===== config.mk =====
export PLATFORM = sky130hd
export DESIGN_NAME = cid_decoder
export DESIGN_NICKNAME = d
export VERILOG_FILES = /design/src/verilog/cid_pkg.sv /design/src/verilog/cid_decoder.sv /design/src/verilog/cid_class_rom.sv /design/src/verilog/cid_branch_eval.sv
export SDC_FILE = /design/constraint.sdc
export NUM_CORES = 1
export LEC_CHECK = 0
export ABC_AREA = 1
export BUFFER_PORTS_ARGS = -buffer_cell sky130_fd_sc_hd__buf_2
export CAP_MARGIN = 30
export CORE_ASPECT_RATIO = 2
export CORE_MARGIN = 3
export CORE_UTILIZATION = 49
export CTS_CLUSTER_DIAMETER = 30
export DETAILED_ROUTE_END_ITERATION = 12
export PLACE_DENSITY = 0.8
export SLEW_MARGIN = 20
export SYNTH_ARGS = -nofsm -noshare
export SYNTH_HDL_FRONTEND = slang
export SYNTH_SLANG_ARGS = --single-unit

===== constraint.sdc =====
create_clock -name i_clk -period 1.9 [get_ports i_clk]
set_clock_uncertainty 0.1 [all_clocks]
set_input_delay 0 -clock i_clk [delete_from_list [all_inputs] [get_ports i_clk]]
set_output_delay 0 -clock i_clk [all_outputs]
set_load 0.02 [all_outputs]

===== src/verilog/cid_pkg.sv =====
package cid_pkg;

  // ---------------------------------------------------------------------------
  // Instruction classes seen by the execution datapath
  // ---------------------------------------------------------------------------
  typedef enum logic [4:0] {
    CID_ADD, CID_SUB, CID_MUL, CID_DIV, CID_DIVL, CID_CPL, CID_NEG,
    CID_BITCOPY, CID_BFLD, CID_CMPSTEP, CID_NORMALISE_COUNT, CID_SIGN_FILL_RIGHT_SHIFT, CID_MOVEXT,
    CID_JMP, CID_JBIT, CID_PUSH_THEN_CALL, CID_CROSS_SEGMENT_CALL, CID_CONTEXT_SWITCH_OP, CID_TRAP, CID_RET,
    CID_POWER_DOWN_ENTRY, CID_EXTP, CID_ILLEGAL
  } cid_class_e;

  // ---------------------------------------------------------------------------
  // Operation field of the first instruction byte, bits 7..3
  // ---------------------------------------------------------------------------
  localparam logic [4:0] OPC_ADD     = 5'h00;
  localparam logic [4:0] OPC_SUB     = 5'h01;
  localparam logic [4:0] OPC_MUL     = 5'h02;
  localparam logic [4:0] OPC_DIV     = 5'h03;
  localparam logic [4:0] OPC_DIVL    = 5'h04;
  localparam logic [4:0] OPC_CPL     = 5'h05;
  localparam logic [4:0] OPC_NEG     = 5'h06;
  localparam logic [4:0] OPC_BITCOPY = 5'h07;
  localparam logic [4:0] OPC_BFLD    = 5'h08;
  localparam logic [4:0] OPC_CMPSTEP = 5'h09;
  localparam logic [4:0] OPC_NORMALISE_COUNT   = 5'h0a;
  localparam logic [4:0] OPC_SIGN_FILL_RIGHT_SHIFT    = 5'h0b;
  localparam logic [4:0] OPC_MOVEXT  = 5'h0c;
  localparam logic [4:0] OPC_JMP     = 5'h0d;
  localparam logic [4:0] OPC_JBIT    = 5'h0e;
  localparam logic [4:0] OPC_PUSH_THEN_CALL   = 5'h0f;
  localparam logic [4:0] OPC_CROSS_SEGMENT_CALL   = 5'h10;
  localparam logic [4:0] OPC_CONTEXT_SWITCH_OP    = 5'h11;
  localparam logic [4:0] OPC_TRAP    = 5'h12;
  localparam logic [4:0] OPC_RET     = 5'h13;
  localparam logic [4:0] OPC_POWER_DOWN_ENTRY   = 5'h14;
  localparam logic [4:0] OPC_EXTP    = 5'h15;

  // ---------------------------------------------------------------------------
  // Length codes stored in the class table, and variant bit positions
  // ---------------------------------------------------------------------------
  localparam logic [1:0] LEN_2   = 2'h0;
  localparam logic [1:0] LEN_4   = 2'h1;
  localparam logic [1:0] LEN_VAR = 2'h2;
  localparam int         VAR_A   = 0;
  localparam int         VAR_B   = 1;
  localparam int         VAR_LEN = 2;

  // ---------------------------------------------------------------------------
  // Branch condition codes, second byte bits 3..0
  // ---------------------------------------------------------------------------
  localparam logic [3:0] CC_UC  = 4'h0;
  localparam logic [3:0] CC_Z   = 4'h1;
  localparam logic [3:0] CC_NZ  = 4'h2;
  localparam logic [3:0] CC_C   = 4'h3;
  localparam logic [3:0] CC_NC  = 4'h4;
  localparam logic [3:0] CC_N   = 4'h5;
  localparam logic [3:0] CC_NN  = 4'h6;
  localparam logic [3:0] CC_V   = 4'h7;
  localparam logic [3:0] CC_NV  = 4'h8;
  localparam int         FLG_Z  = 0;
  localparam int         FLG_C  = 1;
  localparam int         FLG_N  = 2;
  localparam int         FLG_V  = 3;

  localparam int         ROM_W  = 7;
  localparam logic [6:0] ROM_RESET = 7'h00;
  localparam int         PIPE_DEPTH = 2;

endpackage


===== src/verilog/cid_decoder.sv =====
`timescale 1ns/1ps
// How it works
// - Add word or byte, optional carry-in, two or four bytes long.
// - Subtract word or byte, optional borrow from the carry flag.
// - Signed or unsigned 16x16 register multiply, two bytes.
// - Signed or unsigned divide of low product register by a register, two bytes.
// - Long divide of the 32-bit register pair by a 16-bit register, two bytes.
// - Complement and negate work in place on a word or byte register, two bytes.
// - Bit copy, optionally inverted, between direct bits, four bytes.
// - Masked write of high or low byte with immediate data, four bytes.
// - Compare with register then step it down or up by one or two.
// - Normalise count of one register written into another, two bytes.
// - Right shift that fills vacated bits with the sign, two bytes.
// - Byte to word move with sign or zero fill, two or four bytes.
// - Absolute, indirect, relative jumps taken only on met condition, four bytes.
// - Bit branch on set may clear the bit; on clear may set it.
// - Push a direct register then call absolute subroutine, four bytes.
// - Context switch pushes a register then loads it with a word.
// - Software trap enters routine picked by an immediate number, two bytes.
// - Return restores address and optionally pops a register, two bytes.
// - Power down entered only while the non-maskable pin is low, four bytes.
// - Cross-segment call may target any code segment.
// - Page prefix starts override sequence, optionally register too, two or four bytes.
module cid_decoder (
  input  wire logic                      i_clk,          // CPU clock, 125 MHz
  input  wire logic                      i_rst,          // Core reset, async, high
  input  wire logic                      i_vld,          // Instruction from fetch
  input  wire logic [7:0]                i_op,           // First byte
  input  wire logic [7:0]                i_op2,          // Second byte
  input  wire logic [3:0]                i_flags,        // Z, C, N, V
  input  wire logic                      i_bit,          // Tested direct bit
  input  wire logic                      i_nmi_n,        // Non-maskable pin level
  output logic                           o_dec_vld,      // Decode result valid
  output cid_pkg::cid_class_e            o_class,        // Instruction class
  output logic                           o_len4,         // 1: four bytes, 0: two
  output logic                           o_byte_op,      // Byte operand
  output logic                           o_with_carry,   // Carry or borrow used
  output logic                           o_unsigned,     // Unsigned mul or div
  output logic                           o_invert,       // Inverted bit copy
  output logic                           o_high_byte,    // Masked high byte
  output logic                           o_step_up,      // Step register upward
  output logic                           o_step_two,     // Step by two
  output logic                           o_zero_ext,     // Zero fill, else sign
  output logic [1:0]                     o_jump_kind,    // Abs, indirect, relative
  output logic                           o_taken,        // Branch taken
  output logic                           o_bit_write,    // Branch writes the bit
  output logic                           o_bit_value,    // Value written
  output logic                           o_push_reg,     // Push before action
  output logic                           o_pop_reg,      // Pop after return
  output logic                           o_any_seg,      // Segment from operand
  output logic                           o_ext_reg,      // Register extension too
  output logic                           o_power_down_entry_go,     // Enter power down
  output logic [7:0]                     o_trap_num,     // Trap number or operand
  output logic                           o_illegal       // Unknown operation
);

  // ---------------------------------------------------------------------------
  // Stage 1: class lookup and operand capture
  // ---------------------------------------------------------------------------
  logic [cid_pkg::ROM_W-1:0] rom_q;
  logic                      s1_vld_ff;
  logic [2:0]                s1_var_ff;
  logic [7:0]                s1_op2_ff;
  logic [3:0]                s1_flags_ff;
  logic                      s1_bit_ff;
  logic                      s1_nmi_low_ff;

  cid_class_rom #(
    .AW (5),
    .DW (cid_pkg::ROM_W)
  ) u_rom (
    .i_clk  (i_clk),
    .i_rst  (i_rst),
    .i_addr (i_op[7:3]),
    .o_data (rom_q)
  );

  always_ff @(posedge i_clk or posedge i_rst) begin
    if (i_rst) begin
      s1_vld_ff     <= 1'b0;
      s1_var_ff     <= 3'h0;
      s1_op2_ff     <= 8'h00;
      s1_flags_ff   <= 4'h0;
      s1_bit_ff     <= 1'b0;
      s1_nmi_low_ff <= 1'b0;
    end else begin
      s1_vld_ff     <= i_vld;
      s1_var_ff     <= i_op[2:0];
      s1_op2_ff     <= i_op2;
      s1_flags_ff   <= i_flags;
      s1_bit_ff     <= i_bit;
      s1_nmi_low_ff <= !i_nmi_n;
    end
  end

  // ---------------------------------------------------------------------------
  // Stage 1 decode
  // ---------------------------------------------------------------------------
  cid_pkg::cid_class_e cls;
  logic [1:0]          len_code;
  logic                va;
  logic                vb;
  logic                vl;
  logic                taken;

  assign cls      = cid_pkg::cid_class_e'(rom_q[cid_pkg::ROM_W-1:2]);
  assign len_code = rom_q[1:0];
  assign va       = s1_var_ff[cid_pkg::VAR_A];
  assign vb       = s1_var_ff[cid_pkg::VAR_B];
  assign vl       = s1_var_ff[cid_pkg::VAR_LEN];

  function automatic logic is_cls(cid_pkg::cid_class_e c, cid_pkg::cid_class_e k);
    return c == k;
  endfunction

  // Fixed-length classes ignore the length variant bit.
  wire nxt_len4 = (len_code == cid_pkg::LEN_4) ||
                  ((len_code == cid_pkg::LEN_VAR) && vl);

  wire arith_cls  = is_cls(cls, cid_pkg::CID_ADD) || is_cls(cls, cid_pkg::CID_SUB);
  wire md_cls     = is_cls(cls, cid_pkg::CID_MUL) || is_cls(cls, cid_pkg::CID_DIV) ||
                    is_cls(cls, cid_pkg::CID_DIVL);
  wire inplace    = is_cls(cls, cid_pkg::CID_CPL) || is_cls(cls, cid_pkg::CID_NEG);
  wire jbit_cls   = is_cls(cls, cid_pkg::CID_JBIT);
  wire jmp_cls    = is_cls(cls, cid_pkg::CID_JMP);

  wire nxt_byte   = (arith_cls || inplace) && va;
  wire nxt_carry  = arith_cls && vb;
  wire nxt_uns    = md_cls && va;
  wire nxt_inv    = is_cls(cls, cid_pkg::CID_BITCOPY) && va;
  wire nxt_high   = is_cls(cls, cid_pkg::CID_BFLD) && va;
  wire nxt_up     = is_cls(cls, cid_pkg::CID_CMPSTEP) && va;
  wire nxt_two    = is_cls(cls, cid_pkg::CID_CMPSTEP) && vb;
  wire nxt_zero   = is_cls(cls, cid_pkg::CID_MOVEXT) && va;
  wire [1:0] nxt_jk = jmp_cls ? {vb, va} : 2'h0;
  // A bit branch only rewrites the bit when it is taken.
  wire nxt_bitwr  = jbit_cls && vb && taken;
  wire nxt_bitval = !va;
  wire nxt_push   = is_cls(cls, cid_pkg::CID_PUSH_THEN_CALL) ||
                    is_cls(cls, cid_pkg::CID_CONTEXT_SWITCH_OP);
  wire nxt_pop    = is_cls(cls, cid_pkg::CID_RET) && va;
  wire nxt_anyseg = is_cls(cls, cid_pkg::CID_CROSS_SEGMENT_CALL);
  wire nxt_extreg = is_cls(cls, cid_pkg::CID_EXTP) && va;
  // Power down is refused while the pin is high; the datapath sees a plain class.
  wire nxt_power_down_entry  = s1_vld_ff && is_cls(cls, cid_pkg::CID_POWER_DOWN_ENTRY) && s1_nmi_low_ff;

  cid_branch_eval u_branch (
    .i_jbit   (jbit_cls),
    .i_jcond  (jmp_cls),
    .i_on_set (va),
    .i_cc     (s1_op2_ff[3:0]),
    .i_flags  (s1_flags_ff),
    .i_bit    (s1_bit_ff),
    .o_taken  (taken)
  );

  // ---------------------------------------------------------------------------
  // Stage 2: registered decode outputs
  // ---------------------------------------------------------------------------
  always_ff @(posedge i_clk or posedge i_rst) begin
    if (i_rst) begin
      o_dec_vld    <= 1'b0;
      o_class      <= cid_pkg::CID_ADD;
      o_len4       <= 1'b0;
      o_byte_op    <= 1'b0;
      o_with_carry <= 1'b0;
      o_unsigned   <= 1'b0;
      o_invert     <= 1'b0;
      o_high_byte  <= 1'b0;
      o_step_up    <= 1'b0;
      o_step_two   <= 1'b0;
      o_zero_ext   <= 1'b0;
      o_jump_kind  <= 2'h0;
      o_taken      <= 1'b0;
      o_bit_write  <= 1'b0;
      o_bit_value  <= 1'b0;
      o_push_reg   <= 1'b0;
      o_pop_reg    <= 1'b0;
      o_any_seg    <= 1'b0;
      o_ext_reg    <= 1'b0;
      o_power_down_entry_go   <= 1'b0;
      o_trap_num   <= 8'h00;
      o_illegal    <= 1'b0;
    end else begin
      o_dec_vld    <= s1_vld_ff;
      o_class      <= cls;
      o_len4       <= nxt_len4;
      o_byte_op    <= nxt_byte;
      o_with_carry <= nxt_carry;
      o_unsigned   <= nxt_uns;
      o_invert     <= nxt_inv;
      o_high_byte  <= nxt_high;
      o_step_up    <= nxt_up;
      o_step_two   <= nxt_two;
      o_zero_ext   <= nxt_zero;
      o_jump_kind  <= nxt_jk;
      o_taken      <= taken;
      o_bit_write  <= nxt_bitwr;
      o_bit_value  <= nxt_bitval;
      o_push_reg   <= nxt_push;
      o_pop_reg    <= nxt_pop;
      o_any_seg    <= nxt_anyseg;
      o_ext_reg    <= nxt_extreg;
      o_power_down_entry_go   <= nxt_power_down_entry;
      o_trap_num   <= s1_op2_ff;
      o_illegal    <= s1_vld_ff && is_cls(cls, cid_pkg::CID_ILLEGAL);
    end
  end

  wire out_add  = o_dec_vld && (o_class == cid_pkg::CID_ADD);
  wire out_mdiv = o_dec_vld && ((o_class == cid_pkg::CID_MUL) ||
                  (o_class == cid_pkg::CID_DIV) || (o_class == cid_pkg::CID_DIVL));
endmodule // cid_decoder


===== src/verilog/cid_class_rom.sv =====
`timescale 1ns/1ps
module cid_class_rom #(
  parameter int AW = 5,
  parameter int DW = cid_pkg::ROM_W
) (
  input  wire logic          i_clk,   // CPU clock
  input  wire logic          i_rst,   // Core reset
  input  wire logic [AW-1:0] i_addr,  // Operation field
  output logic      [DW-1:0] o_data   // {class, length code}, registered
);

  // ---------------------------------------------------------------------------
  // Table of classes and lengths
  // ---------------------------------------------------------------------------
  function automatic logic [DW-1:0] ent(cid_pkg::cid_class_e c, logic [1:0] l);
    return {c, l};
  endfunction

  logic [DW-1:0] rd_data;

  always_comb begin
    unique case (i_addr)
      cid_pkg::OPC_ADD:     rd_data = ent(cid_pkg::CID_ADD, cid_pkg::LEN_VAR);
      cid_pkg::OPC_SUB:     rd_data = ent(cid_pkg::CID_SUB, cid_pkg::LEN_VAR);
      cid_pkg::OPC_MUL:     rd_data = ent(cid_pkg::CID_MUL, cid_pkg::LEN_2);
      cid_pkg::OPC_DIV:     rd_data = ent(cid_pkg::CID_DIV, cid_pkg::LEN_2);
      cid_pkg::OPC_DIVL:    rd_data = ent(cid_pkg::CID_DIVL, cid_pkg::LEN_2);
      cid_pkg::OPC_CPL:     rd_data = ent(cid_pkg::CID_CPL, cid_pkg::LEN_2);
      cid_pkg::OPC_NEG:     rd_data = ent(cid_pkg::CID_NEG, cid_pkg::LEN_2);
      cid_pkg::OPC_BITCOPY: rd_data = ent(cid_pkg::CID_BITCOPY, cid_pkg::LEN_4);
      cid_pkg::OPC_BFLD:    rd_data = ent(cid_pkg::CID_BFLD, cid_pkg::LEN_4);
      cid_pkg::OPC_CMPSTEP: rd_data = ent(cid_pkg::CID_CMPSTEP, cid_pkg::LEN_VAR);
      cid_pkg::OPC_NORMALISE_COUNT:   rd_data = ent(cid_pkg::CID_NORMALISE_COUNT, cid_pkg::LEN_2);
      cid_pkg::OPC_SIGN_FILL_RIGHT_SHIFT:    rd_data = ent(cid_pkg::CID_SIGN_FILL_RIGHT_SHIFT, cid_pkg::LEN_2);
      cid_pkg::OPC_MOVEXT:  rd_data = ent(cid_pkg::CID_MOVEXT, cid_pkg::LEN_VAR);
      cid_pkg::OPC_JMP:     rd_data = ent(cid_pkg::CID_JMP, cid_pkg::LEN_4);
      cid_pkg::OPC_JBIT:    rd_data = ent(cid_pkg::CID_JBIT, cid_pkg::LEN_4);
      cid_pkg::OPC_PUSH_THEN_CALL:   rd_data = ent(cid_pkg::CID_PUSH_THEN_CALL, cid_pkg::LEN_4);
      cid_pkg::OPC_CROSS_SEGMENT_CALL:   rd_data = ent(cid_pkg::CID_CROSS_SEGMENT_CALL, cid_pkg::LEN_4);
      cid_pkg::OPC_CONTEXT_SWITCH_OP:    rd_data = ent(cid_pkg::CID_CONTEXT_SWITCH_OP, cid_pkg::LEN_4);
      cid_pkg::OPC_TRAP:    rd_data = ent(cid_pkg::CID_TRAP, cid_pkg::LEN_2);
      cid_pkg::OPC_RET:     rd_data = ent(cid_pkg::CID_RET, cid_pkg::LEN_2);
      cid_pkg::OPC_POWER_DOWN_ENTRY:   rd_data = ent(cid_pkg::CID_POWER_DOWN_ENTRY, cid_pkg::LEN_4);
      cid_pkg::OPC_EXTP:    rd_data = ent(cid_pkg::CID_EXTP, cid_pkg::LEN_VAR);
      default:              rd_data = ent(cid_pkg::CID_ILLEGAL, cid_pkg::LEN_2);
    endcase
  end

  always_ff @(posedge i_clk or posedge i_rst) begin
    if (i_rst) begin
      o_data <= cid_pkg::ROM_RESET;
    end else begin
      o_data <= rd_data;
    end
  end

endmodule // cid_class_rom


===== src/verilog/cid_branch_eval.sv =====
`timescale 1ns/1ps
module cid_branch_eval (
  input  wire logic               i_jbit,   // Bit-test branch in flight
  input  wire logic               i_jcond,  // Conditional branch in flight
  input  wire logic               i_on_set, // Bit-test form branches on set
  input  wire logic [3:0]         i_cc,     // Condition code
  input  wire logic [3:0]         i_flags,  // Z, C, N, V from the datapath
  input  wire logic               i_bit,    // Value of the tested bit
  output logic                    o_taken   // Branch is taken
);

  // ---------------------------------------------------------------------------
  // Condition match
  // ---------------------------------------------------------------------------
  logic cc_met;

  always_comb begin
    unique case (i_cc)
      cid_pkg::CC_UC: cc_met = 1'b1;
      cid_pkg::CC_Z:  cc_met = i_flags[cid_pkg::FLG_Z];
      cid_pkg::CC_NZ: cc_met = !i_flags[cid_pkg::FLG_Z];
      cid_pkg::CC_C:  cc_met = i_flags[cid_pkg::FLG_C];
      cid_pkg::CC_NC: cc_met = !i_flags[cid_pkg::FLG_C];
      cid_pkg::CC_N:  cc_met = i_flags[cid_pkg::FLG_N];
      cid_pkg::CC_NN: cc_met = !i_flags[cid_pkg::FLG_N];
      cid_pkg::CC_V:  cc_met = i_flags[cid_pkg::FLG_V];
      cid_pkg::CC_NV: cc_met = !i_flags[cid_pkg::FLG_V];
      default:        cc_met = 1'b0;
    endcase
  end

  assign o_taken = (i_jcond && cc_met) || (i_jbit && (i_bit == i_on_set));

endmodule // cid_branch_eval


==> reports/results.txt, run 1 <==
CP Class = reg -> reg
Run status = completed
Final max-slew violation count = 0
Compound-gate portion of the synthesized area = 3.92%
Multiplexer area fraction after synthesis = 0%
Worst slew slack as a fraction of its limit = 65.0%
FF-to-FF path depth = 7
Buffers & Inverters on Critical Path = 1
Startpoint type of the worst setup path = flip-flop
Number of nets still failing antenna checks after routing = 0
Total power = 2.71 mW
Insertion delay of the later-clocked pin in the worst-skew pair = 0.32 ns
Total number of yosys warnings = 0
Total negative slack for setup checks = 0 ns
CTS root buf = sky130_fd_sc_hd__clkbuf_8
Leading area contributor after synthesis = sky130_fd_sc_hd__dfrtp_1
Number of top-level pins = 59
Slew of the pin with the lowest slew margin = 0.525 ns
Number of levels the H-tree was split into = 3
Clk pin slew, worst setup/hold paths = 0.06 ns
Port bufs = 58
Post-synthesis share of cell area spent on xor and xnor gates = 1.35%
Stage delay of the slowest cell on the critical path = 0.42 ns
Number of optimization iterations in the first detailed-route pass = 4
Most frequent CP cell = sky130_fd_sc_hd__a21oi_2
GRT Residual Overflow = 0
Die X-Extent = 50.6 um
Fmax achieved = 732 MHz
Number of sinks on the clock net = 59
VDD IR-drop max = 0.847 mV
Arrival time at the worst endpoint = 1.53 ns
Instance area after placement = 2320 um2
Placer's final routability congestion estimate = 0.858
Leading cell type in the layout, fill and taps excluded = sky130_fd_sc_hd__dfrtp_1
Largest registers in the final layout = o_trap_num (8), s1_op2_ff (8), u_rom.o_data (7)
Cell with the largest stage delay on the worst path = sky130_fd_sc_hd__dfrtp_1
Synth Cell Area = 1950 um2
Number of antenna diodes = 0
Adder and majority cell fraction of the synthesized area = 0%
Reg2reg start = u_rom.o_data[6]
Per-instance average area after synthesis = 12.2 um2
Top cells by area in the synthesized netlist = sky130_fd_sc_hd__dfrtp_1 76%, sky130_fd_sc_hd__nand2_1 4.8%, sky130_fd_sc_hd__inv_1 4.4%, sky130_fd_sc_hd__nor2_1 3.5%, sky130_fd_sc_hd__nand3_1 2.3%
Bufs on Longest Clock Path = 2
Post CTS Setup Buffer Count = 0
Vias in the first global route = 1420
Clock period minus worst slack = 1.37 ns
Power per cell area = 979 nW/um2
Final-report setup violation count = 0
Number of instances in the synthesized netlist = 160
Combinational family with the most area after synthesis = simple AND/OR/NAND/NOR gates
Clock tree from TritonCTS = done
RSZ-0062 raised after global routing = no
Cts repair resizes = 0
Simple logic cell fraction of the synthesized area = 14.5%
Final hold viol count = 0
Part of the Yosys area used for sequential elements = 75.8%
Post-Route Hold Slack = 0.169 ns
Total Routed Length = 3530 um
Largest fanout on the critical path = 6
Detailed router's first-iteration violation count = 27
Worst reg2reg setup slack = 0.53 ns
Critical R2R Capture = o_bit_write
Finished layout cell area = 2770 um2
Total global routing track utilization = 18.0%
Die footprint = 4810 um2
CP delay by family, top = flip-flops
Number of core rows = 31
Share of cells above drive strength 1 = 31.3%
First-pass GRT wire length = 6090 um
Cell-by-cell listing of the critical path = inv_1 -> nand3_2 -> nor2_2 -> nand2_1 -> a21oi_2 -> nand2_2 -> a21oi_2
HPWL reported at the end of detailed placement = 2460 um
Starting Density = 52.3%
Hold buffer count at cts = 24
Post-Synthesis Net Count = 185
Number of different library cells in the post-synthesis netlist = 21
Die outline height = 95.1 um
Maximum number of pins on one net before global-route repair = 35
Leakage = 1.48 nW
Post-route DRC = 0
Number of clock buffers inserted by TritonCTS = 9
Total vias in the final route = 1396
Routed vias/inst = 4.53
Net count of the finished layout = 279
Area fraction of the dominant cell type after synthesis = 75.8%
Total of flip-flops plus latches after synthesis = 59
WL per Instance = 11.4 um
Commonest cells after routing, fill and taps aside = 59 x sky130_fd_sc_hd__dfrtp_1, 58 x sky130_fd_sc_hd__buf_2, 25 x sky130_fd_sc_hd__nand2_1, 24 x sky130_fd_sc_hd__dlygate4sd3_1, 22 x sky130_fd_sc_hd__inv_1
Max-capacitance violation count = 0
Type of element capturing the critical path = flip-flop
Antenna violations before repair = 0
Required time worst endpoint = 2.06 ns
Core ar. = 3720 um2
Synth-to-Final Area Change = 42.4%
Share of the cycle needed by the critical path after routing = 71.9%
Type of the tightest min-delay check = in -> async
final cells by class:
class	count	area, um2
clock buffers	12	165
clock inverters	4	47.5
fillers	289	952
inverters	23	86.3
multi-input cells	78	384
flip-flops and latches	59	1480
well taps	49	61.3
repair buffers	83	551
per-layer routing:
layer  up-vias  GRT usage [%]  wire (um)
met4         0           11.9        128
met3        14           7.36        227
met1       633           16.9       1170
li1        698              -          -
met5         -              0          0
met2        51           31.2       2000
stage by stage:
stage | utilization, % | setup WS [ns] | cells
2_1_floorplan | - | 0.344 | 160
3_3_place_gp | 62.3 | 0.602 | 268
3_5_place_dp | 62.3 | 0.551 | 268
4_1_cts | 74.4 | 0.529 | 308
5_1_grt | 74.4 | 0.428 | 308
6_report | 74.4 | 0.533 | 308
power by group:
part	switching, mW	internal (mW)
clock	0.440	0.707
sequential	0.0291	1.31
combinational	0.130	0.0958
synth_stat cells, drive strengths merged:
master,instances
a21oi,6
o211ai,1
nand3,10
xnor2,1
nand4,3
o22ai,1
nor4,3
nand3b,1
a31oi,1
inv,23
o32ai,1
nand2,26
dfrtp,59
nor3b,1
o21ai,2
xor2,2
nor2,19
worst reg2reg max path, stage by stage, from the launching register on:
cell,delay [ns]
sky130_fd_sc_hd__dfrtp_1,0.42
sky130_fd_sc_hd__inv_1,0.19
sky130_fd_sc_hd__nand3_2,0.13
sky130_fd_sc_hd__nor2_2,0.12
sky130_fd_sc_hd__nand2_1,0.07
sky130_fd_sc_hd__a21oi_2,0.11
sky130_fd_sc_hd__nand2_2,0.07
sky130_fd_sc_hd__a21oi_2,0.10
how the worst max path moves through the flow:
stage,startpoint,end,depth (start not counted)
after global placement,u_rom.o_data[6],o_bit_write,7
after detailed placement,u_rom.o_data[6],o_bit_write,7
after CTS,u_rom.o_data[6],o_bit_write,7
after floorplan,i_rst,o_any_seg,1
after global routing,u_rom.o_data[6],o_bit_write,7
final,u_rom.o_data[6],o_bit_write,7
cells by family after synthesis:
group,count (synthesis)
simple gates,63
flops,59
buf+inv,23
compound gates,12
xor+xnor,3
Power figures use the tool's default switching activity.
==> inputs of run 2 (changes only) <==
--- a/config.mk
+++ b/config.mk
@@ -5,15 +5,15 @@
 export SDC_FILE = /design/constraint.sdc
 export NUM_CORES = 1
 export LEC_CHECK = 0
-export ABC_AREA = 1
+export ABC_AREA = 0
 export BUFFER_PORTS_ARGS = -buffer_cell sky130_fd_sc_hd__buf_2
 export CAP_MARGIN = 30
 export CORE_ASPECT_RATIO = 2
 export CORE_MARGIN = 3
-export CORE_UTILIZATION = 49
+export CORE_UTILIZATION = 45
 export CTS_CLUSTER_DIAMETER = 30
 export DETAILED_ROUTE_END_ITERATION = 12
-export PLACE_DENSITY = 0.8
+export PLACE_DENSITY = 0.77
 export SLEW_MARGIN = 20
 export SYNTH_ARGS = -nofsm -noshare
 export SYNTH_HDL_FRONTEND = slang
==> constraint.sdc (replaced) <==
create_clock -name i_clk -period 1.1 [get_ports i_clk]
set_clock_uncertainty 0.1 [all_clocks]
set_input_delay 0 -clock i_clk [delete_from_list [all_inputs] [get_ports i_clk]]
set_output_delay 0 -clock i_clk [all_outputs]
set_load 0.02 [all_outputs]
==> reports/results.txt, run 2 <==
Maximum number of pins on one net before global-route repair = 31 (-11%)
Synth Cell Area = 1980 um2 (+1.7%)
HPWL reported at the end of detailed placement = 2870 um (+17%)
GR Layer Usage met2 = 35.9% (+4.7 points)
Die X-Extent = 52.9 um (+4.6%)
CP Class = reg -> reg
Number of nets still failing antenna checks after routing = 0 (unchanged)
Run status = complete, but fails checks
Post-layout utilization of the core = 77.1% (+2.6 points)
Switching part of the total = 23.1% (+1.0 points)
Leading area contributor after synthesis = sky130_fd_sc_hd__dfrtp_1
Final max-slew violation count = 0 (unchanged)
Number of top-level pins = 59 (unchanged)
Reg area = 1480 um2 (about the same)
Total of fill cells in the finished design = 254 (-12%)
Total number of yosys warnings = 0 (unchanged)
Final hold viol count = 0 (unchanged)
Total global routing track utilization = 20.0% (+2.0 points)
Net count of the finished layout = 282 (+1.1%)
Total vias in the final route = 1567 (+12%)
Leakage = 1.60 nW (+8.1%)
Number of antenna diodes = 0 (unchanged)
Synth Flop Type = sky130_fd_sc_hd__dfrtp_1
Arrival time at the worst endpoint = 1.59 ns (+0.06 ns)
Number of enable-type register cells in the synthesized netlist = 0 (unchanged)
Startpoint type of the worst setup path = flip-flop
Proportion of power drawn by combinational gates = 11.4% (+3.1 points)
Slew of the pin with the lowest slew margin = 0.368 ns (-0.156 ns)
Post-Synthesis Net Count = 165 (-11%)
Most common cell in the synthesized netlist = sky130_fd_sc_hd__dfrtp_1
Top post-synthesis cells by count = 59 x sky130_fd_sc_hd__dfrtp_1, 10 x sky130_fd_sc_hd__nand2_1, 10 x sky130_fd_sc_hd__nor2_1, 7 x sky130_fd_sc_hd__nor3_1, 6 x sky130_fd_sc_hd__nand2b_1
Final-report setup violation count = 15 (+15)
Top cells by area in the synthesized netlist = sky130_fd_sc_hd__dfrtp_1 75%, sky130_fd_sc_hd__mux2i_1 2.0%, sky130_fd_sc_hd__nand2_1 1.9%, sky130_fd_sc_hd__nand2b_1 1.9%, sky130_fd_sc_hd__nor2_1 1.9%
VDD IR-drop max = 1.32 mV (+56%)
Die footprint = 5280 um2 (+9.8%)
Total Routed Length = 5590 um (+58%)
Pre-CTS worst setup slack = -0.240 ns (-0.791 ns)
Clock tree from TritonCTS = done
Largest registers in the final layout = o_trap_num (8), s1_op2_ff (8), u_rom.o_data (7)
CTS root buf = sky130_fd_sc_hd__clkbuf_8
Share of the cycle needed by the critical path after routing = 131% (+59 points)
Largest fanout on the critical path = 3 (-3)
Commonest cells after routing, fill and taps aside = 58 x sky130_fd_sc_hd__dfrtp_1, 56 x sky130_fd_sc_hd__buf_2, 23 x sky130_fd_sc_hd__dlygate4sd3_1, 20 x sky130_fd_sc_hd__buf_4, 11 x sky130_fd_sc_hd__buf_6
Slack of the critical path = -0.336 ns (-0.869 ns)
Leading cell type in the layout, fill and taps excluded = sky130_fd_sc_hd__dfrtp_1
Number of instances in the synthesized netlist = 140 (-13%)
Total of flip-flops plus latches after synthesis = 59 (unchanged)
Starting Density = 47.5% (-4.8 points)
Area fraction of the dominant cell type after synthesis = 74.5% (-1.3 points)
Cell total after placement = 261 (-2.6%)
Share of total power in sequential cells = 44.0% (-5.4 points)
WL per Instance = 17.8 um (+55%)
First-pass GRT wire length = 7410 um (+22%)
Bufs on Longest Clock Path = 2 (unchanged)
NetSw = 1.22 mW (+100%)
Insertion delay of the later-clocked pin in the worst-skew pair = 0.33 ns (about the same)
Met3 Use GR = 5.35% (-2.0 points)
Antenna violations before repair = 0 (unchanged)
Total negative slack for setup checks = -1.73 ns (-1.73 ns)
Power per cell area = 1640 nW/um2 (+68%)
Type of element capturing the critical path = flip-flop
Worst slew slack as a fraction of its limit = 75.5% (+10 points)
Number of optimization iterations in the first detailed-route pass = 4 (unchanged)
Clock power share = 44.7% (+2.4 points)
Clk pin slew, worst setup/hold paths = 0.07 ns (about the same)
Async S/R FF share, synth = 100% (unchanged)
Post-route DRC = 0 (unchanged)
GRT Residual Overflow = 0 (unchanged)
Number of different library cells in the post-synthesis netlist = 35 (+67%)
Detailed router's first-iteration violation count = 24 (-11%)
Met1 routing resource usage after global routing = 19.3% (+2.4 points)
Synth-to-Final Area Change = 62.3%
Clock period minus worst slack = 1.44 ns (+0.0688 ns)
Core ar. = 4170 um2 (+12%)
Gr busiest metal = met2
Area of combinational cells with multiple inputs = 616 um2 (+60%)
Routed vias/inst = 4.99 (+10%)
Violations in the final reports = setup timing
Fmax achieved = 697 MHz (-4.8%)
Max-capacitance violation count = 0 (unchanged)
Share of cells above drive strength 1 = 50.4% (+19 points)
Required time worst endpoint = 1.25 ns (-0.81 ns)
Number of core rows = 33 (+6.5%)
Number of clock buffers inserted by TritonCTS = 9 (unchanged)
Part of the Yosys area used for sequential elements = 74.5% (-1.3 points)
Internal cell power = 4.06 mW (+92%)
Die outline height = 99.8 um (+4.9%)
Type of the tightest min-delay check = in -> reg
Number of sinks on the clock net = 59 (unchanged)
Placer's final routability congestion estimate = 0.763 (-11%)
Vias in the first global route = 1628 (+15%)
RSZ-0062 raised after global routing = yes
Number of levels the H-tree was split into = 3 (unchanged)
Post-layout instance count excluding filler cells = 314 (+1.9%)
Port bufs = 58 (unchanged)
Per-instance average area after synthesis = 14.1 um2 (+16%)
## run 2: per-layer routing
metal / routed length [um] / up-vias
li1: - / 707
met1: 1890 / 782
met2: 3200 / 56
met3: 241 / 22
met4: 257 / 0
met5: 0 / -
## run 2: through the flow
step	hold WS [ns]	total power, mW	area (um2)
global placement	0.00667	2.73	2430
CTS	0.188	5.16	3010
detailed placement	0.00932	2.74	2430
global route	0.101	5.49	3210
finish	0.0950	5.28	3210
floorplan	-0.0686	2.56	1990
## run 2: power groups by stage
stage / Combinational, mW / Clock [mW] / Sequential, mW
after floorplan: 0.163 / 0 / 2.40
after global placement: 0.381 / 0 / 2.35
after CTS: 0.496 / 2.35 / 2.31
after detailed placement: 0.392 / 0 / 2.35
final: 0.599 / 2.36 / 2.32
after global routing: 0.643 / 2.52 / 2.33
## run 2: path summary, 6_finish.rpt
path,start,end,slack (ns),depth (start not counted)
max in group asynchronous,i_rst,u_rom.o_data[2],0.39,4
setup reg to reg,s1_op2_ff[2],o_bit_write,-0.34,4
hold reg to reg,s1_op2_ff[7],o_trap_num[7],0.25,0
setup / recovery,s1_op2_ff[2],o_bit_write,-0.34,4
min in group asynchronous,i_rst,s1_var_ff[1],0.21,4
hold / removal,i_op[3],u_rom.o_data[2],0.1,2
## run 2: critical path, cell delays in order (launching register included)
cell	delay, ns
sky130_fd_sc_hd__dfrtp_1	0.41
sky130_fd_sc_hd__mux2_4	0.33
sky130_fd_sc_hd__o221ai_2	0.14
sky130_fd_sc_hd__nand4b_1	0.16
sky130_fd_sc_hd__a21oi_1	0.21
## run 2: cells by family after synthesis
group	after synthesis	synth area share, %
AO/OA/AOI/OAI	13	4.55
XOR/XNOR	2	0.885
adder cells (fa/ha/maj)	1	0.505
buffers and inverters	9	2.34
flip-flops	59	74.5
multiplexers	5	2.78
AND/OR/NAND/NOR	51	14.4
## run 2: final cells by class
cell class / count / area share, %
multi-input cells: 72 / 19.2
clock buffers: 9 / 3.85
well taps: 52 / 2.02
flip-flops and latches: 59 / 46.0
repair buffers: 111 / 24.8
inverters: 4 / 0.584
clock inverters: 7 / 3.62
## run 2: timing repair
action | 4_1_cts | 5_1_grt
hold buffers | 24 | 0
endpoints found under the hold margin | 84 | 0
endpoints found under the setup margin | 10 | 18
resized for setup | 12 | 33
pin swaps | 4 | 7
setup buffers | 5 | 10
